--- src/rtl/core_reset_pkg.sv ---
// Package: constants and types for the core register reset initialiser
`default_nettype none
package core_reset_pkg;

    // Reset classes, one-hot
    typedef enum logic [4:0] {
        CLS_NONE          = 5'b00001,
        CLS_COLD          = 5'b00010,
        CLS_WARM          = 5'b00100,
        CLS_WAKE_WATCHDOG = 5'b01000,
        CLS_WAKE_IRQ      = 5'b10000
    } reset_class_t;

    localparam int PC_W = 21;
    localparam int SEL_W = 5;

    // Register select codes for the core access port
    localparam logic [4:0] SEL_STACK_TOP_UPPER  = 5'h00;
    localparam logic [4:0] SEL_STACK_TOP_HIGH   = 5'h01;
    localparam logic [4:0] SEL_STACK_TOP_LOW    = 5'h02;
    localparam logic [4:0] SEL_RETURN_STACK_PTR = 5'h03;
    localparam logic [4:0] SEL_PC_LATCH_UPPER   = 5'h04;
    localparam logic [4:0] SEL_PC_LATCH_HIGH    = 5'h05;
    localparam logic [4:0] SEL_PC_LOW_BYTE      = 5'h06;
    localparam logic [4:0] SEL_TABLE_PTR_UPPER  = 5'h07;
    localparam logic [4:0] SEL_TABLE_PTR_HIGH   = 5'h08;
    localparam logic [4:0] SEL_TABLE_PTR_LOW    = 5'h09;
    localparam logic [4:0] SEL_TABLE_LATCH      = 5'h0A;
    localparam logic [4:0] SEL_PRODUCT_HIGH     = 5'h0B;
    localparam logic [4:0] SEL_PRODUCT_LOW      = 5'h0C;
    localparam logic [4:0] SEL_IRQ_CTRL_MAIN    = 5'h0D;
    localparam logic [4:0] SEL_IRQ_CTRL_SECOND  = 5'h0E;
    localparam logic [4:0] SEL_IRQ_CTRL_THIRD   = 5'h0F;
    localparam logic [4:0] SEL_IND_PTR0_HIGH    = 5'h10;
    localparam logic [4:0] SEL_IND_PTR0_LOW     = 5'h11;
    localparam logic [4:0] SEL_WORKING_REG      = 5'h12;

    // Implemented-bit masks
    localparam logic [7:0] MASK_5BIT        = 8'h1F;
    localparam logic [7:0] MASK_6BIT        = 8'h3F;
    localparam logic [7:0] MASK_4BIT        = 8'h0F;
    localparam logic [7:0] MASK_STACK_PTR   = 8'hDF;
    localparam logic [7:0] MASK_IRQ_SECOND  = 8'hF5;
    localparam logic [7:0] MASK_IRQ_THIRD   = 8'hDB;
    localparam logic [7:0] MASK_FULL        = 8'hFF;

    // Reset values
    localparam logic [7:0] RST_IRQ_SECOND   = 8'hF5;
    localparam logic [7:0] RST_IRQ_THIRD    = 8'hC0;

    // Field positions
    localparam int IRQ_EN_HIGH_BIT = 7;
    localparam int IRQ_EN_LOW_BIT  = 6;
    localparam int STK_FULL_BIT    = 7;
    localparam int STK_UNF_BIT     = 6;

    // Interrupt vectors and wake step
    localparam logic [20:0] VEC_HIGH = 21'h000008;
    localparam logic [20:0] VEC_LOW  = 21'h000018;
    localparam logic [20:0] PC_STEP  = 21'h000002;

endpackage : core_reset_pkg
`default_nettype wire

--- src/rtl/core_reset_if.sv ---
// Interface: reset-class decode handshake between the top and its decoder
`timescale 1ns/100ps
`default_nettype none
interface core_reset_if;
    import core_reset_pkg::*;
    logic         cold_req;
    logic         warm_req;
    logic         wake_watchdog;
    logic         wake_irq;
    logic         irq_low_prio;
    logic         irq_en_high;
    logic         irq_en_low;
    reset_class_t cls;
    logic         take_vector;
    logic [20:0]  vector;

    modport top (output cold_req, warm_req, wake_watchdog, wake_irq, irq_low_prio,
                 output irq_en_high, irq_en_low, input cls, take_vector, vector);
    modport dec (input cold_req, warm_req, wake_watchdog, wake_irq, irq_low_prio,
                 input irq_en_high, irq_en_low, output cls, take_vector, vector);
endinterface : core_reset_if
`default_nettype wire

--- src/rtl/reset_class_decode.sv ---
// Decoder: picks the reset class and the wake-up vector
`timescale 1ns/100ps
`default_nettype none
module reset_class_decode
    import core_reset_pkg::*;
(
    core_reset_if.dec rif
);

    // Cold beats warm beats wake; simultaneous wake causes are served as interrupt
    always_comb begin
        rif.cls         = CLS_NONE;
        rif.take_vector = 1'b0;
        rif.vector      = VEC_HIGH;
        if (rif.cold_req) begin
            rif.cls = CLS_COLD;
        end else if (rif.warm_req) begin
            rif.cls = CLS_WARM;
        end else if (rif.wake_irq) begin
            rif.cls = CLS_WAKE_IRQ;
            if (!rif.irq_low_prio && rif.irq_en_high) begin
                rif.take_vector = 1'b1;
            end else if (rif.irq_low_prio && rif.irq_en_low) begin
                rif.take_vector = 1'b1;
                rif.vector      = VEC_LOW;
            end
        end else if (rif.wake_watchdog) begin
            rif.cls = CLS_WAKE_WATCHDOG;
        end
    end

endmodule : reset_class_decode
`default_nettype wire

--- src/rtl/core_register_reset_init.sv ---
// Core special-register bank with per-class reset initialisation
`timescale 1ns/100ps
`default_nettype none
module core_register_reset_init
    import core_reset_pkg::*;
(
    // Clock and reset
    input  wire logic        clk_sys_i,
    input  wire logic        rst_b_i,
    // Reset and wake events (one-cycle pulses), plus the wake priority and wake flag index
    input  wire logic        cold_reset_i,
    input  wire logic        warm_reset_i,
    input  wire logic        wake_watchdog_i,
    input  wire logic        wake_irq_i,
    input  wire logic        irq_low_prio_i,
    input  wire logic [2:0]  wake_flag_idx_i,
    // Core access port
    input  wire logic        wr_en_i,
    input  wire logic [4:0]  wr_sel_i,
    input  wire logic [7:0]  wr_data_i,
    input  wire logic [4:0]  rd_sel_i,
    input  wire logic        pc_step_i,
    // Outputs
    output var  logic [7:0]  rd_data_o,
    output var  logic [20:0] pc_o,
    output var  logic        vector_taken_o
);

    logic [20:0] stack_top;
    logic [7:0]  return_stack_pointer;
    logic [4:0]  pc_latch_upper;
    logic [7:0]  pc_latch_high;
    logic [20:0] pc;
    logic [21:0] table_pointer;
    logic [7:0]  table_latch;
    logic [15:0] product;
    logic [7:0]  interrupt_control_main;
    logic [7:0]  interrupt_control_second;
    logic [7:0]  interrupt_control_third;
    logic [11:0] indirect_pointer0;
    logic [7:0]  working_register;
    logic        wr_ok;

    core_reset_if rif ();

    reset_class_decode u_decode (
        .rif (rif)
    );

    assign rif.cold_req      = cold_reset_i;
    assign rif.warm_req      = warm_reset_i;
    assign rif.wake_watchdog = wake_watchdog_i;
    assign rif.wake_irq      = wake_irq_i;
    assign rif.irq_low_prio  = irq_low_prio_i;
    assign rif.irq_en_high   = interrupt_control_main[IRQ_EN_HIGH_BIT];
    assign rif.irq_en_low    = interrupt_control_main[IRQ_EN_LOW_BIT];

    // Software writes lose to any reset or wake event in the same cycle
    assign wr_ok = wr_en_i && (rif.cls == CLS_NONE);

    function automatic logic [7:0] impl_mask(input logic [4:0] sel);
        case (sel)
            SEL_STACK_TOP_UPPER, SEL_PC_LATCH_UPPER: impl_mask = MASK_5BIT;
            SEL_TABLE_PTR_UPPER:                     impl_mask = MASK_6BIT;
            SEL_RETURN_STACK_PTR:                    impl_mask = MASK_STACK_PTR;
            SEL_IRQ_CTRL_SECOND:                     impl_mask = MASK_IRQ_SECOND;
            SEL_IRQ_CTRL_THIRD:                      impl_mask = MASK_IRQ_THIRD;
            SEL_IND_PTR0_HIGH:                       impl_mask = MASK_4BIT;
            default:                                 impl_mask = MASK_FULL;
        endcase
    endfunction : impl_mask

    function automatic logic wr_hit(input logic ok, input logic [4:0] s, input logic [4:0] t);
        wr_hit = ok && (s == t);
    endfunction : wr_hit

    ////////////////////////////////////////////////////////////////////////////
    // Return stack top and pointer
    always_ff @(posedge clk_sys_i or negedge rst_b_i) begin
        if (!rst_b_i) begin
            stack_top <= 21'h000000;
        end else if (rif.cls == CLS_COLD || rif.cls == CLS_WARM) begin
            stack_top <= 21'h000000;
        end else if (rif.take_vector) begin
            stack_top <= pc;
        end else if (wr_hit(wr_ok, wr_sel_i, SEL_STACK_TOP_UPPER)) begin
            stack_top[20:16] <= wr_data_i[4:0];
        end else if (wr_hit(wr_ok, wr_sel_i, SEL_STACK_TOP_HIGH)) begin
            stack_top[15:8] <= wr_data_i;
        end else if (wr_hit(wr_ok, wr_sel_i, SEL_STACK_TOP_LOW)) begin
            stack_top[7:0] <= wr_data_i;
        end
    end

    // Warm resets keep the full and underflow flags
    always_ff @(posedge clk_sys_i or negedge rst_b_i) begin
        if (!rst_b_i) begin
            return_stack_pointer <= 8'h00;
        end else if (rif.cls == CLS_COLD) begin
            return_stack_pointer <= 8'h00;
        end else if (rif.cls == CLS_WARM) begin
            return_stack_pointer <= {return_stack_pointer[7:6], 6'h00};
        end else if (rif.take_vector) begin
            return_stack_pointer[4:0] <= return_stack_pointer[4:0] + 5'h01;
        end else if (wr_hit(wr_ok, wr_sel_i, SEL_RETURN_STACK_PTR)) begin
            return_stack_pointer <= wr_data_i & MASK_STACK_PTR;
        end
    end

    ////////////////////////////////////////////////////////////////////////////
    // Program counter and latches
    always_ff @(posedge clk_sys_i or negedge rst_b_i) begin
        if (!rst_b_i) begin
            pc <= 21'h000000;
        end else if (rif.cls == CLS_COLD || rif.cls == CLS_WARM) begin
            pc <= 21'h000000;
        end else if (rif.take_vector) begin
            pc <= rif.vector;
        end else if (rif.cls == CLS_WAKE_IRQ || rif.cls == CLS_WAKE_WATCHDOG) begin
            pc <= 21'(pc + PC_STEP);
        end else if (wr_hit(wr_ok, wr_sel_i, SEL_PC_LOW_BYTE)) begin
            pc <= {pc_latch_upper, pc_latch_high, wr_data_i};
        end else if (pc_step_i) begin
            pc <= 21'(pc + PC_STEP);
        end
    end

    always_ff @(posedge clk_sys_i or negedge rst_b_i) begin
        if (!rst_b_i) begin
            pc_latch_upper <= 5'h00;
            pc_latch_high  <= 8'h00;
        end else if (rif.cls == CLS_COLD || rif.cls == CLS_WARM) begin
            pc_latch_upper <= 5'h00;
            pc_latch_high  <= 8'h00;
        end else if (wr_hit(wr_ok, wr_sel_i, SEL_PC_LATCH_UPPER)) begin
            pc_latch_upper <= wr_data_i[4:0];
        end else if (wr_hit(wr_ok, wr_sel_i, SEL_PC_LATCH_HIGH)) begin
            pc_latch_high <= wr_data_i;
        end
    end

    ////////////////////////////////////////////////////////////////////////////
    // Table pointer and latch
    always_ff @(posedge clk_sys_i or negedge rst_b_i) begin
        if (!rst_b_i) begin
            table_pointer <= 22'h000000;
            table_latch   <= 8'h00;
        end else if (rif.cls == CLS_COLD || rif.cls == CLS_WARM) begin
            table_pointer <= 22'h000000;
            table_latch   <= 8'h00;
        end else if (wr_ok) begin
            case (wr_sel_i)
                SEL_TABLE_PTR_UPPER: table_pointer[21:16] <= wr_data_i[5:0];
                SEL_TABLE_PTR_HIGH:  table_pointer[15:8] <= wr_data_i;
                SEL_TABLE_PTR_LOW:   table_pointer[7:0] <= wr_data_i;
                SEL_TABLE_LATCH:     table_latch <= wr_data_i;
                default:             table_latch <= table_latch;
            endcase
        end
    end

    ////////////////////////////////////////////////////////////////////////////
    // Unknown-at-power-on registers: never touched by any reset class
    always_ff @(posedge clk_sys_i or negedge rst_b_i) begin
        if (!rst_b_i) begin
            product           <= 16'h0000;
            indirect_pointer0 <= 12'h000;
            working_register  <= 8'h00;
        end else if (wr_ok) begin
            case (wr_sel_i)
                SEL_PRODUCT_HIGH:  product[15:8] <= wr_data_i;
                SEL_PRODUCT_LOW:   product[7:0] <= wr_data_i;
                SEL_IND_PTR0_HIGH: indirect_pointer0[11:8] <= wr_data_i[3:0];
                SEL_IND_PTR0_LOW:  indirect_pointer0[7:0] <= wr_data_i;
                SEL_WORKING_REG:   working_register <= wr_data_i;
                default:           working_register <= working_register;
            endcase
        end
    end

    ////////////////////////////////////////////////////////////////////////////
    // Interrupt control; the wake flag is set even if a write clears it
    always_ff @(posedge clk_sys_i or negedge rst_b_i) begin
        if (!rst_b_i) begin
            interrupt_control_main   <= 8'h00;
            interrupt_control_second <= RST_IRQ_SECOND;
            interrupt_control_third  <= RST_IRQ_THIRD;
        end else if (rif.cls == CLS_COLD || rif.cls == CLS_WARM) begin
            interrupt_control_main   <= {7'h00, interrupt_control_main[0]};
            interrupt_control_second <= RST_IRQ_SECOND;
            interrupt_control_third  <= RST_IRQ_THIRD;
        end else if (rif.cls == CLS_WAKE_IRQ) begin
            interrupt_control_main[wake_flag_idx_i] <= 1'b1;
        end else if (wr_ok) begin
            case (wr_sel_i)
                SEL_IRQ_CTRL_MAIN:   interrupt_control_main <= wr_data_i;
                SEL_IRQ_CTRL_SECOND: interrupt_control_second <= wr_data_i & MASK_IRQ_SECOND;
                SEL_IRQ_CTRL_THIRD:  interrupt_control_third <= wr_data_i & MASK_IRQ_THIRD;
                default:             interrupt_control_main <= interrupt_control_main;
            endcase
        end
    end

    ////////////////////////////////////////////////////////////////////////////
    // Registered read port and status outputs
    always_ff @(posedge clk_sys_i or negedge rst_b_i) begin
        if (!rst_b_i) begin
            rd_data_o <= 8'h00;
        end else begin
            case (rd_sel_i)
                SEL_STACK_TOP_UPPER:  rd_data_o <= {3'h0, stack_top[20:16]};
                SEL_STACK_TOP_HIGH:   rd_data_o <= stack_top[15:8];
                SEL_STACK_TOP_LOW:    rd_data_o <= stack_top[7:0];
                SEL_RETURN_STACK_PTR: rd_data_o <= return_stack_pointer & impl_mask(rd_sel_i);
                SEL_PC_LATCH_UPPER:   rd_data_o <= {3'h0, pc_latch_upper};
                SEL_PC_LATCH_HIGH:    rd_data_o <= pc_latch_high;
                SEL_PC_LOW_BYTE:      rd_data_o <= pc[7:0];
                SEL_TABLE_PTR_UPPER:  rd_data_o <= {2'h0, table_pointer[21:16]};
                SEL_TABLE_PTR_HIGH:   rd_data_o <= table_pointer[15:8];
                SEL_TABLE_PTR_LOW:    rd_data_o <= table_pointer[7:0];
                SEL_TABLE_LATCH:      rd_data_o <= table_latch;
                SEL_PRODUCT_HIGH:     rd_data_o <= product[15:8];
                SEL_PRODUCT_LOW:      rd_data_o <= product[7:0];
                SEL_IRQ_CTRL_MAIN:    rd_data_o <= interrupt_control_main;
                SEL_IRQ_CTRL_SECOND:  rd_data_o <= interrupt_control_second & impl_mask(rd_sel_i);
                SEL_IRQ_CTRL_THIRD:   rd_data_o <= interrupt_control_third & impl_mask(rd_sel_i);
                SEL_IND_PTR0_HIGH:    rd_data_o <= {4'h0, indirect_pointer0[11:8]};
                SEL_IND_PTR0_LOW:     rd_data_o <= indirect_pointer0[7:0];
                SEL_WORKING_REG:      rd_data_o <= working_register;
                default:              rd_data_o <= 8'h00;
            endcase
        end
    end

    always_ff @(posedge clk_sys_i or negedge rst_b_i) begin
        if (!rst_b_i) begin
            pc_o           <= 21'h000000;
            vector_taken_o <= 1'b0;
        end else begin
            pc_o           <= pc;
            vector_taken_o <= rif.take_vector;
        end
    end

    ////////////////////////////////////////////////////////////////////////////
    // Assertions
    property p_cold_clears;
        @(posedge clk_sys_i) disable iff (!rst_b_i)
        cold_reset_i |=> (stack_top == 21'h0) && (return_stack_pointer == 8'h00)
                         && (pc == 21'h0) ##1 (pc_o == 21'h0);
    endproperty
    a_cold_clears: assert property (p_cold_clears) else $error("cold reset left state");

    property p_unimpl_zero;
        @(posedge clk_sys_i) disable iff (!rst_b_i)
        (rd_sel_i == SEL_RETURN_STACK_PTR) |=> (rd_data_o[5] == 1'b0);
    endproperty
    a_unimpl_zero: assert property (p_unimpl_zero) else $error("unimplemented bit read one");

    property p_vector_high;
        @(posedge clk_sys_i) disable iff (!rst_b_i)
        (wake_irq_i && !cold_reset_i && !warm_reset_i && !irq_low_prio_i
         && interrupt_control_main[IRQ_EN_HIGH_BIT]) |=> vector_taken_o ##1 (pc_o == VEC_HIGH);
    endproperty
    a_vector_high: assert property (p_vector_high) else $error("high vector not loaded");

    property p_tos_copy;
        @(posedge clk_sys_i) disable iff (!rst_b_i)
        rif.take_vector |=> (stack_top == $past(pc));
    endproperty
    a_tos_copy: assert property (p_tos_copy) else $error("stack top not loaded");

    property p_ptr_advance;
        @(posedge clk_sys_i) disable iff (!rst_b_i)
        rif.take_vector |=> (return_stack_pointer[4:0] == 5'($past(return_stack_pointer[4:0]) + 5'h01));
    endproperty
    a_ptr_advance: assert property (p_ptr_advance) else $error("stack pointer not advanced");

    property p_wake_flag;
        @(posedge clk_sys_i) disable iff (!rst_b_i)
        (rif.cls == CLS_WAKE_IRQ) |=> (interrupt_control_main[$past(wake_flag_idx_i)] == 1'b1);
    endproperty
    a_wake_flag: assert property (p_wake_flag) else $error("wake flag not set");

    property p_retain_product;
        @(posedge clk_sys_i) disable iff (!rst_b_i)
        (warm_reset_i || cold_reset_i) |=> $stable(product) && $stable(working_register)
                                           && (table_latch == 8'h00);
    endproperty
    a_retain_product: assert property (p_retain_product) else $error("retention broken");

    c_cold: cover property (@(posedge clk_sys_i) disable iff (!rst_b_i) cold_reset_i);
    c_vector: cover property (@(posedge clk_sys_i) disable iff (!rst_b_i) vector_taken_o);
    c_watchdog_wake: cover property (@(posedge clk_sys_i) disable iff (!rst_b_i)
        rif.cls == CLS_WAKE_WATCHDOG);

endmodule : core_register_reset_init
`default_nettype wire

--- config.mk ---
export PLATFORM = sky130hd
export DESIGN_NAME = core_register_reset_init
export DESIGN_NICKNAME = d
export VERILOG_FILES = /design/src/rtl/core_reset_pkg.sv /design/src/rtl/core_reset_if.sv /design/src/rtl/reset_class_decode.sv /design/src/rtl/core_register_reset_init.sv
export SDC_FILE = /design/constraint.sdc
export NUM_CORES = 1
export LEC_CHECK = 0
export BUFFER_PORTS_ARGS = -buffer_cell sky130_fd_sc_hd__buf_4
export CORE_ASPECT_RATIO = 0.8
export CORE_MARGIN = 2
export CORE_UTILIZATION = 35
export CTS_CLUSTER_SIZE = 16
export DETAILED_ROUTE_END_ITERATION = 6
export GPL_ROUTABILITY_DRIVEN = 0
export PLACE_DENSITY = 0.48
export SLEW_MARGIN = 25
export SYNTH_ARGS = -nofsm -noshare
export SYNTH_HDL_FRONTEND = slang
export SYNTH_SLANG_ARGS = --single-unit
--- constraint.sdc ---
create_clock -name clk_sys_i -period 2.55 [get_ports clk_sys_i]
set_input_delay 0.51 -clock clk_sys_i [delete_from_list [all_inputs] [get_ports clk_sys_i]]
set_output_delay 0.51 -clock clk_sys_i [all_outputs]
set_load 0.03 [all_outputs]
==> run metrics <==
Crit path required time 2.89 ns; pwr/cell area 589 mW/mm2; Synth Register Bits 178; die area 0.0257 mm2; Slew headroom 0.332; clk root buf clkbuf_16; Post-synth EDFFs 0; R2R Setup Slk 0.37 ns; Vias/cell 5.73; Synth cell types 69; fraction of registers with async set/reset 1.00; Die X 179 um; DR iter-0 viols 702; Clock Latency Late Sink 0.45 ns; DRC viols 0; YS warnings 0; routed vias 7,261; Detailed Place HPWL 22.6 mm; Rows 51; final hold viol count 0; final slew viol count 0; Worst-path clk slew 0.08 ns; worst hold path class in -> async; TritonRoute pass-1 iters 5; Synth Cell Area 0.00853 mm2; Setup Buffers After CTS 0; arrival time at the worst endpoint 2.52 ns; maxcap violations 0; post-placement worst setup slack -0.0206 ns; setup TNS 0 ns; Startpoint Class register; htree depth 4; setup violators final 0; gr ovfl total 0; share of layout cells above drive strength 1 0.229; I/O pins 60; fill cell count 2,416; sequential share of the synthesized area 0.523; Core Region 0.0241 mm2; Primary FF master, synth dfrtp_1; run status completed; GRT Util Overall 0.248; Area Overhead vs Synth 20.1%; Avg Synthesized Cell Area 10.0 um2; Setup crit end kind register; Fmax 460 MHz; global-route wire length before repair 45.7 mm; worst setup path category reg -> reg; total wire length 30.3 mm; Antenna diodes 0; worst setup margin 0.374 ns; Max VDD drop 0.000454 V; CTS tree yes; vias in the first global route 7,031; Final Skew 0.0139 ns; # resized after CTS 0; Tightest Pin Transition 0.995 ns; # nets final 968; Hold Buf Count CTS 0; Syn Inst Count 853; largest net degree at the start of global routing 53; Inst Count DP 1,235; Crit Path Max Fanout 14; Post-Syn Nets 885; fin cells 1,267; Initial Util 0.354; initial antenna violation count 0; Post-DRT Antenna Nets 0; port bufs 59; Tcrit/Tclk final 0.853; Max clock buf depth 2; Num CTS Buffers 17; Leak Pwr 4.53 nW; clock sinks 178; wire length per cell 23.9 um; Period minus WS final 2.18 ns; RSZ-0062 raised after global routing no; chip height 144 um
==> state kept, by name, indices dropped and copies added, names as in the netlist <==
| name | cells |
|---|---|
| vector_taken_o | 1 |
| pc_o | 21 |
| rd_data_o | 8 |
| working_register | 8 |
| interrupt_control_main | 8 |
| pc_latch_high | 8 |
| return_stack_pointer | 7 |
| pc_latch_upper | 5 |
| interrupt_control_third | 6 |
| stack_top | 21 |
| pc | 21 |
| indirect_pointer0 | 12 |
| table_latch | 8 |
| table_pointer | 22 |
| product | 16 |
| interrupt_control_second | 6 |
==> kinds of logic (layout without fill, tap and decap cells) <==
logic type      count (synthesis)  in the layout  synth area share
compound gates                210            210             0.160
fa+ha+maj                       2              2           0.00293
simple gates                  322            322             0.192
xor+xnor                       15             15            0.0154
flops                         178            178             0.523
mux                            59             59            0.0751
buf+inv                        67            163            0.0308
==> placed cells by master (no fill, tap or decap), types with 9 or more instances in the layout <==
cell | synthesis | final
dfrtp_1 | 170 | 170
mux2i_1 | 19 | 19
nand4_1 | 11 | 11
nor4_1 | 10 | 9
buf_4 | 1 | 110
a22oi_1 | 46 | 46
nor2_1 | 45 | 44
nand3_1 | 44 | 44
or3_1 | 9 | 9
nor3_1 | 21 | 21
o21ai_0 | 55 | 55
a21oi_1 | 57 | 57
nand2_1 | 118 | 118
inv_1 | 13 | 13
clkbuf_16 | 0 | 17
mux2_2 | 40 | 40
and3_1 | 14 | 14
==> per-layer routing <==
metal / global-route usage / part of all wire / vias up
li1: - / - / 3276
met1: 0.382 / 0.48 / 3667
met3: 0.0505 / 0.078 / 30
met4: 0.0586 / 0.011 / 0
met2: 0.353 / 0.43 / 288
met5: 0 / 0 / -
==> area by class of cell <==
| cell class | count | area (um2) | share of cell area |
|---|---|---|---|
| flip-flops and latches | 178 | 4460 | 0.436 |
| inverters | 14 | 52.6 | 0.00513 |
| well taps | 318 | 398 | 0.0388 |
| clock buffers | 19 | 443 | 0.0432 |
| clock inverters | 13 | 101 | 0.00989 |
| multi-input cells | 608 | 3830 | 0.374 |
| repair buffers | 117 | 960 | 0.0937 |
==> synth_stat cells, drive strengths merged (7+ instances only) <==
| cell | number | area share |
|---|---|---|
| nor2 | 45 | 0.020 |
| clkbuf | 45 | 0.020 |
| nand4 | 12 | 0.011 |
| nor4 | 11 | 0.0098 |
| o21ai | 57 | 0.036 |
| inv | 13 | 0.0057 |
| and2 | 8 | 0.0059 |
| xnor2 | 8 | 0.0082 |
| nor3 | 23 | 0.015 |
| xor2 | 7 | 0.0072 |
| nand2b | 8 | 0.0059 |
| nand2 | 118 | 0.052 |
| mux2i | 19 | 0.022 |
| dfstp | 8 | 0.025 |
| dfrtp | 170 | 0.50 |
| or3 | 10 | 0.0079 |
| nand3 | 44 | 0.026 |
| mux2 | 40 | 0.053 |
| a22oi | 46 | 0.040 |
| a21oi | 57 | 0.033 |
| buf | 8 | 0.0048 |
| and3 | 14 | 0.010 |
==> worst max-delay path, stage by stage, from the launching register on <==
cell and delay (ns):
dfrtp_1 0.45, mux2_2 0.23, nand3_1 0.24, inv_1 0.46, nor2_1 0.25, a31o_2 0.27
a22o_1 0.17
==> power breakdown <==
part	leakage, nW	internal [W]	switching [W]
clock	0.268	0.00129	0.00123
combinational	1.84	0.000179	0.000356
sequential	2.42	0.00290	0.0000740
total	4.53	0.00437	0.00166
==> through the flow <==
stage	hold WS (ns)	power, W	area [um2]	utilization
after floorplan	0.214	0.00325	8530	-
after global routing	0.0578	0.00627	10200	0.425
final	0.0325	0.00603	10200	0.425
after CTS	0.0416	0.00607	10200	0.424
after global placement	0.462	0.00356	9690	0.402
after detailed placement	0.463	0.00356	9690	0.402
==> path summary, 6_finish.rpt <==
| check | from | end | cells after the start |
|---|---|---|---|
| max in group asynchronous | rst_b_i | working_register[0]$_DFFE_PN0P_ | 2 |
| min in group clk_sys_i | cold_reset_i | return_stack_pointer[6]$_DFFE_PN0P_ | 2 |
| max reg2reg | interrupt_control_main[6]$_DFFE_PN0P_ | return_stack_pointer[2]$_DFFE_PN0P_ | 6 |
| min reg2reg | pc[20]$_DFFE_PN0P_ | pc_o[20]$_DFF_PN0_ | 0 |
| min | rst_b_i | pc[14]$_DFFE_PN0P_ | 1 |
| max | interrupt_control_main[6]$_DFFE_PN0P_ | return_stack_pointer[2]$_DFFE_PN0P_ | 6 |
(Power assumes the default switching activity.)
